**config.mk**
```make
export PLATFORM = sky130hd
export DESIGN_NAME = sfc_core
export DESIGN_NICKNAME = d
export VERILOG_FILES = /design/src/verilog/sfc_fifo.v /design/src/verilog/sfc_core.v
export VERILOG_INCLUDE_DIRS = /design/src /design/src/verilog
export SDC_FILE = /design/constraint.sdc
export NUM_CORES = 1
export LEC_CHECK = 0
export ABC_CLOCK_PERIOD_IN_PS = 4650
export CELL_PAD_IN_SITES_DETAIL_PLACEMENT = 0
export CELL_PAD_IN_SITES_GLOBAL_PLACEMENT = 1
export CORE_MARGIN = 1.5
export CORE_UTILIZATION = 40
export CTS_CLUSTER_DIAMETER = 40
export DETAILED_ROUTE_END_ITERATION = 12
export DONT_BUFFER_PORTS = 1
export PLACE_DENSITY_LB_ADDON = 0.1
export SYNTH_ARGS = -nofsm -noshare
export SYNTH_HDL_FRONTEND = slang
export SYNTH_HIERARCHICAL = 1
export SYNTH_SLANG_ARGS = --single-unit
```
**constraint.sdc**
```tcl
create_clock -name clk -period 4.65 [get_ports clk]
set_input_delay 0.2325 -clock clk [delete_from_list [all_inputs] [get_ports clk]]
set_output_delay 0.2325 -clock clk [all_outputs]
set_load 0.02 [all_outputs]
```
**src/verilog/sfc_regs.vh**
```
// Purpose: shared constants of the serial flash command decoder
// Assumes: included by bare name from the decoder files
// Notes: definitions only
`ifndef SFC_REGS_VH
`define SFC_REGS_VH
// ----------------------------------------
// Opcodes
// ----------------------------------------
`define OP_RSR1 8'h05
`define OP_RSR2 8'h35
`define OP_RSR3 8'h15
`define OP_WSR1 8'h01
`define OP_WSR2 8'h31
`define OP_WSR3 8'h11
`define OP_REXT 8'hc8
`define OP_WEXT 8'hc5
`define OP_RD 8'h03
`define OP_RD4 8'h13
`define OP_FRD 8'h0b
`define OP_FRD4 8'h0c
`define OP_SFDP 8'h5a
`define OP_RSEC 8'h48
`define OP_PSEC 8'h42
`define OP_ESEC 8'h44
`define OP_DOR 8'h3b
`define OP_DOR4 8'h3c
`define OP_QOR 8'h6b
`define OP_QOR4 8'h6c
`define OP_DIO 8'hbb
`define OP_DIO4 8'hbc
`define OP_QIO 8'heb
`define OP_QIO4 8'hec
`define OP_DID 8'h92
`define OP_QID 8'h94
`define OP_PP 8'h02
`define OP_PP4 8'h12
`define OP_QPP 8'h32
`define OP_QPP4 8'h34
`define OP_WRAP 8'h77
`define OP_RLCK 8'h3d
`define OP_LCK1 8'h36
`define OP_ULK1 8'h39
`define OP_SE 8'h20
`define OP_SE4 8'h21
`define OP_BE32 8'h52
`define OP_BE64 8'hd8
`define OP_BE644 8'hdc
`define OP_WEN 8'h06
`define OP_WDI 8'h04
`define OP_VWEN 8'h50
`define OP_GLCK 8'h7e
`define OP_GULK 8'h98
`define OP_PDN 8'hb9
`define OP_CE1 8'hc7
`define OP_CE2 8'h60
`define OP_RSTE 8'h66
`define OP_RST 8'h99
`define OP_SUSP 8'h75
`define OP_RESM 8'h7a
`define OP_EN4 8'hb7
`define OP_EX4 8'he9
// ----------------------------------------
// Lanes, sources, counts
// ----------------------------------------
`define LC1 2'h0
`define LC2 2'h1
`define LC4 2'h2
`define OE1 4'h2
`define OE2 4'h3
`define OE4 4'hf
`define SRC_MEM 3'h0
`define SRC_SR1 3'h1
`define SRC_SR2 3'h2
`define SRC_SR3 3'h3
`define SRC_EXT 3'h4
`define SRC_ID 3'h5
`define SRC_LCK 3'h6
`define AB3 3'h3
`define AB4 3'h4
`define WRAP_AB 3'h5
`define OP_CLKS 6'h08
`define BYTE_CLKS 6'h08
`define DUM_CLKS 4'h8
`define QDUM_CLKS 4'h4
`define SEC_HI 8'h00
`define SEC1 8'h10
`define SEC2 8'h20
`define SEC3 8'h30
// ----------------------------------------
// Reset values
// ----------------------------------------
`define ADDR4_RST 1'b1
`define EXT_RST 8'h00
`define WRAP_RST 8'h00
`endif

```
**src/verilog/sfc_fifo.v**
```verilog
// Purpose: small synchronous FIFO with valid/ready on both sides
// Assumes: single clock, synchronous active-high reset
// Notes: full and empty come from an explicit occupancy count
`timescale 1ns/1ps
module sfc_fifo #(
	parameter W = 16,
	parameter D = 16,
	parameter AW = 4
) (
	// Clock and reset
	input wire clk,
	input wire rst,
	input wire ce,
	// Fill side
	input wire in_valid,
	output wire in_ready,
	input wire [W-1:0] in_data,
	// Drain side
	output wire out_valid,
	input wire out_ready,
	output wire [W-1:0] out_data
);
	reg [W-1:0] mem [0:D-1];
	reg [AW-1:0] wp_reg;
	reg [AW-1:0] rp_reg;
	reg [AW:0] cnt_reg;
	wire push;
	wire pop;

	// Handshakes; full stalls the filler
	assign in_ready = (cnt_reg != D[AW:0]);
	assign out_valid = (cnt_reg != {(AW+1){1'b0}});
	assign out_data = mem[rp_reg];
	assign push = in_valid & in_ready & ce;
	assign pop = out_valid & out_ready & ce;

	// Storage has no reset; only pointers matter
	always @(posedge clk) begin
		if (push) begin
			mem[wp_reg] <= in_data;
		end
	end

	// Pointers and occupancy
	always @(posedge clk) begin
		if (rst) begin
			wp_reg <= {AW{1'b0}};
			rp_reg <= {AW{1'b0}};
			cnt_reg <= {(AW+1){1'b0}};
		end else begin
			if (push) begin
				wp_reg <= (wp_reg == D[AW-1:0] - 1'b1) ? {AW{1'b0}} : wp_reg + 1'b1;
			end
			if (pop) begin
				rp_reg <= (rp_reg == D[AW-1:0] - 1'b1) ? {AW{1'b0}} : rp_reg + 1'b1;
			end
			if (push & ~pop) begin
				cnt_reg <= cnt_reg + 1'b1;
			end else if (pop & ~push) begin
				cnt_reg <= cnt_reg - 1'b1;
			end
		end
	end
endmodule

```
**src/verilog/sfc_core.v**
```verilog
// Purpose: opcode decoder and lane formatter of a serial NOR flash
// Assumes: host drives chip select, serial clock and lanes; the
//   serial clock is oversampled by clk (at least 8 clk per period)
// Notes: inputs are sampled on serial clock rise, outputs change on fall
// Notes on behaviour
// - All bytes move most significant bit first
// - Status and ID reads repeat until deselect
// - Program takes one byte or more, with no upper limit, offset wraps in page
// - Security areas at 10h/20h/30h, upper byte zero
// - Dual address: lane one odd, lane zero even
// - Dual data out: lane one odd bits
// - Quad address: one nibble per clock
// - Quad data: high nibble then low nibble
// - Quad I/O read: four idle clocks, then nibbles
// - Wrap bits on lanes 0-2, second-to-last clock
// - C8h returns extension byte, C5h loads it
// - 75h suspends, 7Ah resumes, no further bytes
// - B7h enters, E9h leaves four-byte addressing
// - 3Bh: single address and dummy, dual data
// - 94h: quad address, mode, dummy, maker/part codes
// - 92h: dual address, mode, maker/part codes
`timescale 1ns/1ps
`include "sfc_regs.vh"
module sfc_core #(
	parameter MAKER_CODE = 8'h5a, // Arbitrary value
	parameter PART_CODE = 8'ha5, // Arbitrary value
	parameter FIFO_DEPTH = 16,
	parameter FIFO_AW = 4
) (
	// Clock, reset, enable
	input wire clk,
	input wire rst,
	input wire ce,
	// Serial pins
	input wire cs_n,
	input wire sclk,
	input wire [3:0] io_in,
	output wire [3:0] io_out,
	output wire [3:0] io_oe,
	// Array read port
	output wire [31:0] cmd_addr,
	input wire [7:0] rd_byte,
	// Byte sources for register reads
	input wire [7:0] status1,
	input wire [7:0] status2,
	input wire [7:0] status3,
	input wire [7:0] lock_byte,
	// Program data stream
	output wire pg_valid,
	input wire pg_ready,
	output wire [15:0] pg_data,
	output wire pg_overrun,
	// Command reports
	output wire op_pulse,
	output wire [7:0] op_code,
	output wire [7:0] op_data,
	output wire susp_pulse,
	output wire resume_pulse,
	output wire [1:0] sec_area,
	// Mode state
	output wire four_byte_mode,
	output wire [7:0] upper_address_extension_byte,
	output wire [7:0] wrap_setting_byte,
	output wire [7:0] continuous_read_mode_byte
);
	localparam S_OP = 7'h01;
	localparam S_ADDR = 7'h02;
	localparam S_MODE = 7'h04;
	localparam S_DUM = 7'h08;
	localparam S_DIN = 7'h10;
	localparam S_DOUT = 7'h20;
	localparam S_END = 7'h40;

	// ----------------------------------------
	// State
	// ----------------------------------------
	reg cs_n_s1, cs_n_s2, cs_n_s3;
	reg sclk_s1, sclk_s2, sclk_s3;
	reg [3:0] io_s1, io_s2;
	reg [6:0] state_reg;
	reg [5:0] ccnt_reg;
	reg [2:0] bcnt_reg;
	reg [31:0] in_sh_reg;
	reg [7:0] cur_reg;
	reg [7:0] op_reg;
	reg [2:0] ab_reg;
	reg [1:0] alc_reg, olc_reg, ilc_reg;
	reg md_reg, prog_reg, done_reg, ign_reg, id_sel_reg;
	reg [3:0] dm_reg;
	reg [6:0] post_reg;
	reg [2:0] src_reg;
	reg [31:0] addr_reg;
	reg [7:0] off_reg;
	reg [3:0] io_out_reg, io_oe_reg;
	reg addr4_reg;
	reg [7:0] ext_reg, wrap_reg, crm_reg, opd_reg;
	reg [1:0] sec_reg;
	reg op_p_reg, susp_reg, resm_reg, ovr_reg;

	// Decode results
	reg d_ok, d_md, d_prog;
	reg [2:0] d_ab, d_src;
	reg [1:0] d_alc, d_olc, d_ilc;
	reg [3:0] d_dm;
	reg [6:0] d_post;
	reg [1:0] lc;
	reg [5:0] plen;
	reg [7:0] src_byte;
	reg [6:0] nxt;

	wire rise = sclk_s2 & ~sclk_s3 & ~cs_n_s2;
	wire fall = ~sclk_s2 & sclk_s3 & ~cs_n_s2;
	wire cs_end = cs_n_s2 & ~cs_n_s3;
	wire [2:0] ab_m = addr4_reg ? `AB4 : `AB3;
	wire [7:0] opb = {in_sh_reg[6:0], io_s2[0]};
	wire last = (ccnt_reg == plen - 6'h01);
	wire [31:0] in_nx;
	wire push;
	wire fifo_rdy;
	wire [7:0] ob;

	// Shift in one clock worth of lanes, oldest bit at the top
	function [31:0] shin;
		input [31:0] s;
		input [3:0] io;
		input [1:0] c;
		begin
			case (c)
				`LC2: shin = {s[29:0], io[1:0]};
				`LC4: shin = {s[27:0], io};
				default: shin = {s[30:0], io[0]};
			endcase
		end
	endfunction

	// Phase that follows the opcode, address or mode phase
	function [6:0] after;
		input m;
		input [3:0] d;
		input [6:0] p;
		begin
			after = m ? S_MODE : ((d != 4'h0) ? S_DUM : p);
		end
	endfunction

	// ----------------------------------------
	// Pin synchronisers
	// ----------------------------------------
	// Two stages each; third stage only feeds edge detection
	always @(posedge clk) begin
		if (rst) begin
			cs_n_s1 <= 1'b1;
			cs_n_s2 <= 1'b1;
			cs_n_s3 <= 1'b1;
			sclk_s1 <= 1'b0;
			sclk_s2 <= 1'b0;
			sclk_s3 <= 1'b0;
			io_s1 <= 4'h0;
			io_s2 <= 4'h0;
		end else if (ce) begin
			cs_n_s1 <= cs_n;
			cs_n_s2 <= cs_n_s1;
			cs_n_s3 <= cs_n_s2;
			sclk_s1 <= sclk;
			sclk_s2 <= sclk_s1;
			sclk_s3 <= sclk_s2;
			io_s1 <= io_in;
			io_s2 <= io_s1;
		end
	end

	// ----------------------------------------
	// Opcode decode
	// ----------------------------------------
	// Unlisted opcodes leave d_ok low and the frame is ignored
	always @* begin
		d_ok = 1'b1;
		d_ab = 3'h0;
		d_alc = `LC1;
		d_md = 1'b0;
		d_dm = 4'h0;
		d_post = S_END;
		d_olc = `LC1;
		d_ilc = `LC1;
		d_src = `SRC_MEM;
		d_prog = 1'b0;
		case (opb)
			`OP_RSR1, `OP_RSR2, `OP_RSR3: begin
				d_post = S_DOUT;
				d_src = (opb == `OP_RSR1) ? `SRC_SR1 : ((opb == `OP_RSR2) ? `SRC_SR2 : `SRC_SR3);
			end
			`OP_REXT: begin
				d_post = S_DOUT;
				d_src = `SRC_EXT;
			end
			`OP_WEXT, `OP_WSR1, `OP_WSR2, `OP_WSR3: d_post = S_DIN;
			`OP_RD, `OP_RD4: begin
				d_ab = (opb == `OP_RD4) ? `AB4 : ab_m;
				d_post = S_DOUT;
			end
			`OP_FRD, `OP_FRD4, `OP_RSEC, `OP_SFDP: begin
				d_ab = (opb == `OP_FRD4) ? `AB4 : ((opb == `OP_SFDP) ? `AB3 : ab_m);
				d_dm = `DUM_CLKS;
				d_post = S_DOUT;
			end
			`OP_DOR, `OP_DOR4, `OP_QOR, `OP_QOR4: begin
				d_ab = (opb == `OP_DOR || opb == `OP_QOR) ? ab_m : `AB4;
				d_dm = `DUM_CLKS;
				d_olc = (opb == `OP_DOR || opb == `OP_DOR4) ? `LC2 : `LC4;
				d_post = S_DOUT;
			end
			`OP_DIO, `OP_DIO4, `OP_DID: begin
				d_ab = (opb == `OP_DIO4) ? `AB4 : ab_m;
				d_alc = `LC2;
				d_md = 1'b1;
				d_olc = `LC2;
				d_src = (opb == `OP_DID) ? `SRC_ID : `SRC_MEM;
				d_post = S_DOUT;
			end
			`OP_QIO, `OP_QIO4, `OP_QID: begin
				d_ab = (opb == `OP_QIO4) ? `AB4 : ab_m;
				d_alc = `LC4;
				d_md = 1'b1;
				d_dm = `QDUM_CLKS;
				d_olc = `LC4;
				d_src = (opb == `OP_QID) ? `SRC_ID : `SRC_MEM;
				d_post = S_DOUT;
			end
			`OP_PP, `OP_PP4, `OP_PSEC, `OP_QPP, `OP_QPP4: begin
				d_ab = (opb == `OP_PP4 || opb == `OP_QPP4) ? `AB4 : ab_m;
				d_ilc = (opb == `OP_QPP || opb == `OP_QPP4) ? `LC4 : `LC1;
				d_prog = 1'b1;
				d_post = S_DIN;
			end
			`OP_WRAP: begin
				d_ab = `WRAP_AB;
				d_alc = `LC4;
			end
			`OP_RLCK: begin
				d_ab = ab_m;
				d_src = `SRC_LCK;
				d_post = S_DOUT;
			end
			`OP_SE, `OP_BE32, `OP_BE64, `OP_ESEC, `OP_LCK1, `OP_ULK1: d_ab = ab_m;
			`OP_SE4, `OP_BE644: d_ab = `AB4;
			`OP_WEN, `OP_WDI, `OP_VWEN, `OP_GLCK, `OP_GULK, `OP_PDN: d_ok = 1'b1;
			`OP_CE1, `OP_CE2, `OP_RSTE, `OP_RST, `OP_SUSP, `OP_RESM: d_ok = 1'b1;
			`OP_EN4, `OP_EX4: d_ok = 1'b1;
			default: d_ok = 1'b0;
		endcase
	end

	// ----------------------------------------
	// Phase length, lanes and next phase
	// ----------------------------------------
	always @* begin
		lc = `LC1;
		plen = `OP_CLKS;
		nxt = S_END;
		case (state_reg)
			S_OP: nxt = !d_ok ? S_END : ((d_ab != 3'h0) ? S_ADDR : after(d_md, d_dm, d_post));
			S_ADDR: begin
				lc = alc_reg;
				plen = {ab_reg, 3'h0} >> alc_reg;
				nxt = after(md_reg, dm_reg, post_reg);
			end
			S_MODE: begin
				lc = alc_reg;
				plen = `BYTE_CLKS >> alc_reg;
				nxt = after(1'b0, dm_reg, post_reg);
			end
			S_DUM: begin
				plen = {2'h0, dm_reg};
				nxt = post_reg;
			end
			S_DIN: begin
				lc = ilc_reg;
				plen = `BYTE_CLKS >> ilc_reg;
				nxt = S_DIN;
			end
			default: nxt = state_reg;
		endcase
	end

	// Byte offered to the output lanes
	always @* begin
		case (src_reg)
			`SRC_SR1: src_byte = status1;
			`SRC_SR2: src_byte = status2;
			`SRC_SR3: src_byte = status3;
			`SRC_EXT: src_byte = ext_reg;
			`SRC_ID: src_byte = id_sel_reg ? PART_CODE[7:0] : MAKER_CODE[7:0];
			`SRC_LCK: src_byte = lock_byte;
			default: src_byte = rd_byte;
		endcase
	end

	assign in_nx = shin(in_sh_reg, io_s2, lc);
	assign ob = (bcnt_reg == 3'h0) ? src_byte : cur_reg;
	assign push = rise & (state_reg == S_DIN) & last & prog_reg;

	// ----------------------------------------
	// Frame engine
	// ----------------------------------------
	// Rise samples lanes; fall drives lanes; deselect closes the frame
	always @(posedge clk) begin
		if (rst) begin
			state_reg <= S_OP;
			ccnt_reg <= 6'h00;
			bcnt_reg <= 3'h0;
			in_sh_reg <= 32'h0;
			cur_reg <= 8'h00;
			op_reg <= 8'h00;
			ab_reg <= 3'h0;
			alc_reg <= `LC1;
			olc_reg <= `LC1;
			ilc_reg <= `LC1;
			md_reg <= 1'b0;
			dm_reg <= 4'h0;
			post_reg <= S_END;
			src_reg <= `SRC_MEM;
			prog_reg <= 1'b0;
			done_reg <= 1'b0;
			ign_reg <= 1'b0;
			id_sel_reg <= 1'b0;
			addr_reg <= 32'h0;
			off_reg <= 8'h00;
			io_out_reg <= 4'h0;
			io_oe_reg <= 4'h0;
			addr4_reg <= `ADDR4_RST;
			ext_reg <= `EXT_RST;
			wrap_reg <= `WRAP_RST;
			crm_reg <= 8'h00;
			opd_reg <= 8'h00;
			sec_reg <= 2'h0;
			op_p_reg <= 1'b0;
			susp_reg <= 1'b0;
			resm_reg <= 1'b0;
			ovr_reg <= 1'b0;
		end else if (ce) begin
			op_p_reg <= 1'b0;
			susp_reg <= 1'b0;
			resm_reg <= 1'b0;
			if (cs_n_s2) begin
				// Idle between frames; lanes released
				state_reg <= S_OP;
				ccnt_reg <= 6'h00;
				bcnt_reg <= 3'h0;
				io_oe_reg <= 4'h0;
				id_sel_reg <= 1'b0;
				done_reg <= 1'b0;
				ign_reg <= 1'b0;
				op_p_reg <= cs_end & done_reg & ~ign_reg;
			end else if (rise && state_reg != S_END && state_reg != S_DOUT) begin
				in_sh_reg <= in_nx;
				ccnt_reg <= last ? 6'h00 : ccnt_reg + 6'h01;
				if (last) begin
					state_reg <= nxt;
					if (nxt == S_END || nxt == S_DOUT) begin
						done_reg <= 1'b1;
					end
				end
				if (last && state_reg == S_OP) begin
					op_reg <= opb;
					ign_reg <= ~d_ok;
					ab_reg <= d_ab;
					alc_reg <= d_alc;
					olc_reg <= d_olc;
					ilc_reg <= d_ilc;
					md_reg <= d_md;
					dm_reg <= d_dm;
					post_reg <= d_post;
					src_reg <= d_src;
					prog_reg <= d_prog;
					ovr_reg <= 1'b0;
					susp_reg <= (opb == `OP_SUSP);
					resm_reg <= (opb == `OP_RESM);
					if (opb == `OP_EN4) begin
						addr4_reg <= 1'b1;
					end else if (opb == `OP_EX4) begin
						addr4_reg <= 1'b0;
					end
				end
				if (last && state_reg == S_ADDR) begin
					if (op_reg == `OP_WRAP) begin
						wrap_reg <= {1'b0, in_nx[6:4], 4'h0};
					end else begin
						addr_reg <= (ab_reg == `AB3) ? {ext_reg, in_nx[23:0]} : in_nx;
						off_reg <= in_nx[7:0];
						if (in_nx[23:16] != `SEC_HI) begin
							sec_reg <= 2'h0;
						end else if (in_nx[15:8] == `SEC1) begin
							sec_reg <= 2'h1;
						end else if (in_nx[15:8] == `SEC2) begin
							sec_reg <= 2'h2;
						end else if (in_nx[15:8] == `SEC3) begin
							sec_reg <= 2'h3;
						end else begin
							sec_reg <= 2'h0;
						end
					end
				end
				if (last && state_reg == S_MODE) begin
					crm_reg <= in_nx[7:0];
				end
				if (last && state_reg == S_DIN) begin
					// A program needs one byte before it is reported
					done_reg <= 1'b1;
					opd_reg <= in_nx[7:0];
					if (op_reg == `OP_WEXT) begin
						ext_reg <= in_nx[7:0];
					end
					if (prog_reg) begin
						off_reg <= off_reg + 8'h01;
						if (!fifo_rdy) begin
							ovr_reg <= 1'b1;
						end
					end
				end
			end else if (fall && state_reg == S_DOUT) begin
				// Lane order per width; reloads the source at byte end
				case (olc_reg)
					`LC2: begin
						io_out_reg <= {2'h0, ob[7:6]};
						io_oe_reg <= `OE2;
						cur_reg <= {ob[5:0], 2'h0};
					end
					`LC4: begin
						io_out_reg <= ob[7:4];
						io_oe_reg <= `OE4;
						cur_reg <= {ob[3:0], 4'h0};
					end
					default: begin
						io_out_reg <= {2'h0, ob[7], 1'b0};
						io_oe_reg <= `OE1;
						cur_reg <= {ob[6:0], 1'b0};
					end
				endcase
				if (bcnt_reg == plen_out(olc_reg)) begin
					bcnt_reg <= 3'h0;
					if (src_reg == `SRC_MEM) begin
						addr_reg <= addr_reg + 32'h1;
					end
					id_sel_reg <= ~id_sel_reg;
				end else begin
					bcnt_reg <= bcnt_reg + 3'h1;
				end
			end
		end
	end

	// Index of the last clock of an output byte
	function [2:0] plen_out;
		input [1:0] c;
		begin
			plen_out = 3'h7 >> c;
		end
	endfunction

	// ----------------------------------------
	// Program data buffer
	// ----------------------------------------
	// A full buffer drops the byte and raises the overrun flag
	sfc_fifo #(
		.W(16),
		.D(FIFO_DEPTH),
		.AW(FIFO_AW)
	) u_fifo (
		.clk(clk),
		.rst(rst),
		.ce(ce),
		.in_valid(push),
		.in_ready(fifo_rdy),
		.in_data({off_reg, in_nx[7:0]}),
		.out_valid(pg_valid),
		.out_ready(pg_ready),
		.out_data(pg_data)
	);

	// Output assignments
	assign io_out = io_out_reg;
	assign io_oe = io_oe_reg;
	assign cmd_addr = addr_reg;
	assign pg_overrun = ovr_reg;
	assign op_pulse = op_p_reg;
	assign op_code = op_reg;
	assign op_data = opd_reg;
	assign susp_pulse = susp_reg;
	assign resume_pulse = resm_reg;
	assign sec_area = sec_reg;
	assign four_byte_mode = addr4_reg;
	assign upper_address_extension_byte = ext_reg;
	assign wrap_setting_byte = wrap_reg;
	assign continuous_read_mode_byte = crm_reg;
endmodule

```
==> flow_summary.yaml <==
placed_design:
  numPortBuffers: 0
  dpl_cell_area_um2: 22600
  hpwl_um: 40900
  place_congestion: 0.868
critical_path:
  reg2reg_from: "state_reg[0]"
  critPathMaxStageDelay_ns: 0.58
  reg2reg_depth: 18
  critPathKind: "register to register"
  path_cells: "or4b_4 -> buf_4 -> nand2b_1 -> o211a_4 -> a211o_1 -> mux2i_2 -> a211o_1 -> nand2_1 -> nor3_1 -> nand2_1 -> a21oi_4 -> ha_1 -> inv_2 -> ha_1 -> a21o_2 -> a21oi_1 -> nor4_1 -> or3_1"
  slowest_stage: "or4b_4"
  cp.buffers_inverters: 2
  arrival_ns: 4.96
  worstPathMaxFanout: 8
  cpLargestDelayFamily: "simple AND/OR/NAND/NOR gates"
  critPathRequiredTime_ns: 5.14
  r2r_slack_ns: 0.18
  r2r_end: "u_fifo/cnt_reg[3]"
  end_kind: "register"
  start_kind: "register"
drt:
  wl_per_cell_um: 22.3
  drt_wl_total_um: 62100
  drcViolationCount: 0
  drt_pre_antenna_iters: 5
  vias_per_cell: 5.73
  vias: 16000
  drt_iter0_markers: 1097
  ant_nets: 0
timing:
  hold_viol_final: 0
  final.period_utilization_pct: 96.1
  skew_ns: 0.0542
  maxSlewHeadroom_pct: 17.5
  drv_slew: 0
  worst_pin_slew_ns: 1.24
  fmax_mhz: 224
  hold_ws_ns: 0.0358
  finalSetupViolations: 0
  finalSetupTns_ns: 0
  period_minus_slack_ns: 4.47
run_status:
  outcome: "complete, no violations"
clock_network:
  clkSinkCount: 451
  clockRootBuffer: "clkbuf_16"
  tritoncts: "built"
  htree_levels: 3
  cts_buffers: 80
  insertion_delay_ns: 0.63
  cts.clk_slew.worst_paths_ns: 0.05
  clock_path_buffers: 3
power_and_ir_drop:
  swShare_pct: 21.9
  combPwrFrac_pct: 1.6
  pwr-share-seq_pct: 40.5
  power.share.clock_pct: 57.9
  power_w: 0.0104
  switching_power_w: 0.00227
  p_leak_nw: 8.52
  powerDensity_nw_per_um2: 404
  p_int_w: 0.00811
  vdd_drop_max_mv: 0.237
yosys:
  ys_types: 93
  synth-seq-cells: 451
  synth_ff_type: "edfxtp_1"
  yosys_warnings: 6
  ys_seq_area_share_pct: 53.3
  synth_edf_count: 256
  syn_inst: 1999
  netlist.area_leader.share_pct: 35.3
  syn_area_um2: 21800
  synth_top_cell_by_area: "edfxtp_1"
  ys_async_sr_fraction_pct: 0
  synth_area_per_cell_um2: 10.9
  synthTopCellsByArea: "edfxtp_1 (35%), dfxtp_1 (18%), mux4_2 (6.6%)"
grt:
  grt_pass1_wl_um: 96800
  antenna_found_initial: 0
  track_usage_pct: 22.2
  grt_pass1_vias: 16100
  grt_overflow: 0
  grt_max_degree: 191
floorplanning:
  die_y_um: 236
  core_area_um2: 53800
  die-area_um2: 55800
  rows: 85
  fp.dieW_um: 236
  boundaryPins: 154
  start_util_pct: 40.4
finish:
  drive_above_1_share_pct: 16.7
  postLayoutCoreUtil_pct: 47.7
  fin_area_um2: 25700
  final_common_cell: "edfxtp_1"
  final_cell_mix: "edfxtp_1 (256), nand2_1 (241), dfxtp_1 (191), nor2_1 (172), a21oi_1 (102)"
  area_delta_synth_final_pct: 18.1
  nets: 2097
  largest_reg_flops: 256
worst_hold_path:
  worstHoldPathCells: 2
  holdPathEnd: "u_fifo/cnt_reg[0]"
  hp-class: "input port to register"
  min-delay-start: "rst"
job:
  max_cap_viol_count: 0
==> cells by family (layout without fill, tap and decap cells) <==
family                     after synthesis  after routing  share of synthesized area (%)
AOI/OAI and AO/OA                      439            439                           13.5
DFF                                    451            451                           53.3
other                                    1              6                         0.0172
muxes                                  157            157                           10.9
buffers and inverters                  194            280                           3.96
adders and majority gates               23             23                           1.36
and+or+nand+nor                        711            711                           16.0
xor gates and xnor gates                23             23                          0.926
==> what timing repair did <==
action / 4_1_cts / 5_1_grt
endpoints found under the setup margin: 0 / 2
hold buffers: 14 / 0
buffers inserted: 0 / 1
hold endpoints to repair: 195 / 0
resized for setup: 0 / 18
==> cells in the mapped netlist, types with 16 or more instances <==
cell and number:
nor4_1 16, buf_1 20, and2_1 20, nand2b_1 23, a21oi_1 106, nand3_1 56
mux2i_1 86, mux4_2 64, o21ai_0 69, nand4_1 28, and3_1 16, o21ai_1 23
o22ai_1 16, inv_1 43, clkbuf_1 102, nor3_1 37, o31ai_1 29, nor2b_1 20
edfxtp_1 256, nand2_1 241, nor2_1 173, a22oi_1 68, ha_1 22, dfxtp_1 195
==> layer usage <==
metal  up-vias  wire, µm  track usage, %
met4         0      1750            8.39
met2       395     30400            37.4
met3        94      3110            4.21
met5         -         0               0
li1       7592         -               -
met1      7875     26900            28.5
==> worst register-to-register path: stages, from the launching register on <==
cell	delay, ns
dfxtp_1	0.38
or4b_4	0.58
buf_4	0.19
nand2b_1	0.21
o211a_4	0.31
a211o_1	0.31
mux2i_2	0.20
a211o_1	0.16
nand2_1	0.07
nor3_1	0.19
nand2_1	0.14
a21oi_4	0.15
ha_1	0.19
inv_2	0.08
ha_1	0.28
a21o_2	0.22
a21oi_1	0.22
nor4_1	0.07
or3_1	0.39
==> area by class of cell <==
cell class                 count  area, µm²
fill                        4954      28100
sequential                   451      11600
multi-input combinational   1358       9470
clock buffer                  92       2100
tap                          696        871
timing repair buffer          90        776
clock inverter                55        703
inverter                      43        161
antenna                        1       2.50
==> power by group through the flow <==
stage                     combinational, W  sequential [W]  clock, W
after floorplan                   0.000111         0.00428         0
after global placement            0.000122         0.00428         0
after detailed placement          0.000120         0.00428         0
after CTS                         0.000170         0.00420   0.00613
after global routing              0.000186         0.00420   0.00632
final                             0.000169         0.00420   0.00601
==> per-stage QoR <==
stage / setup WS, ns / instances
floorplan: 0.0136 / 2003
global placement: 0.199 / 2623
detailed placement: 0.191 / 2623
CTS: 0.148 / 2784
global route: -0.0169 / 2785
finish: 0.181 / 2786
==> worst max path at each step <==
stage	from	to	slack (ns)	cells after the start
floorplan	state_reg[4]	u_fifo/cnt_reg[4]	0.01	19
global placement	state_reg[6]	u_fifo/cnt_reg[4]	0.20	18
detailed placement	state_reg[6]	u_fifo/cnt_reg[4]	0.19	18
CTS	state_reg[6]	u_fifo/cnt_reg[4]	0.15	18
global route	state_reg[6]	u_fifo/cnt_reg[3]	-0.02	18
finish	state_reg[0]	u_fifo/cnt_reg[3]	0.18	18
No activity file was read; power rests on OpenSTA's default activity.
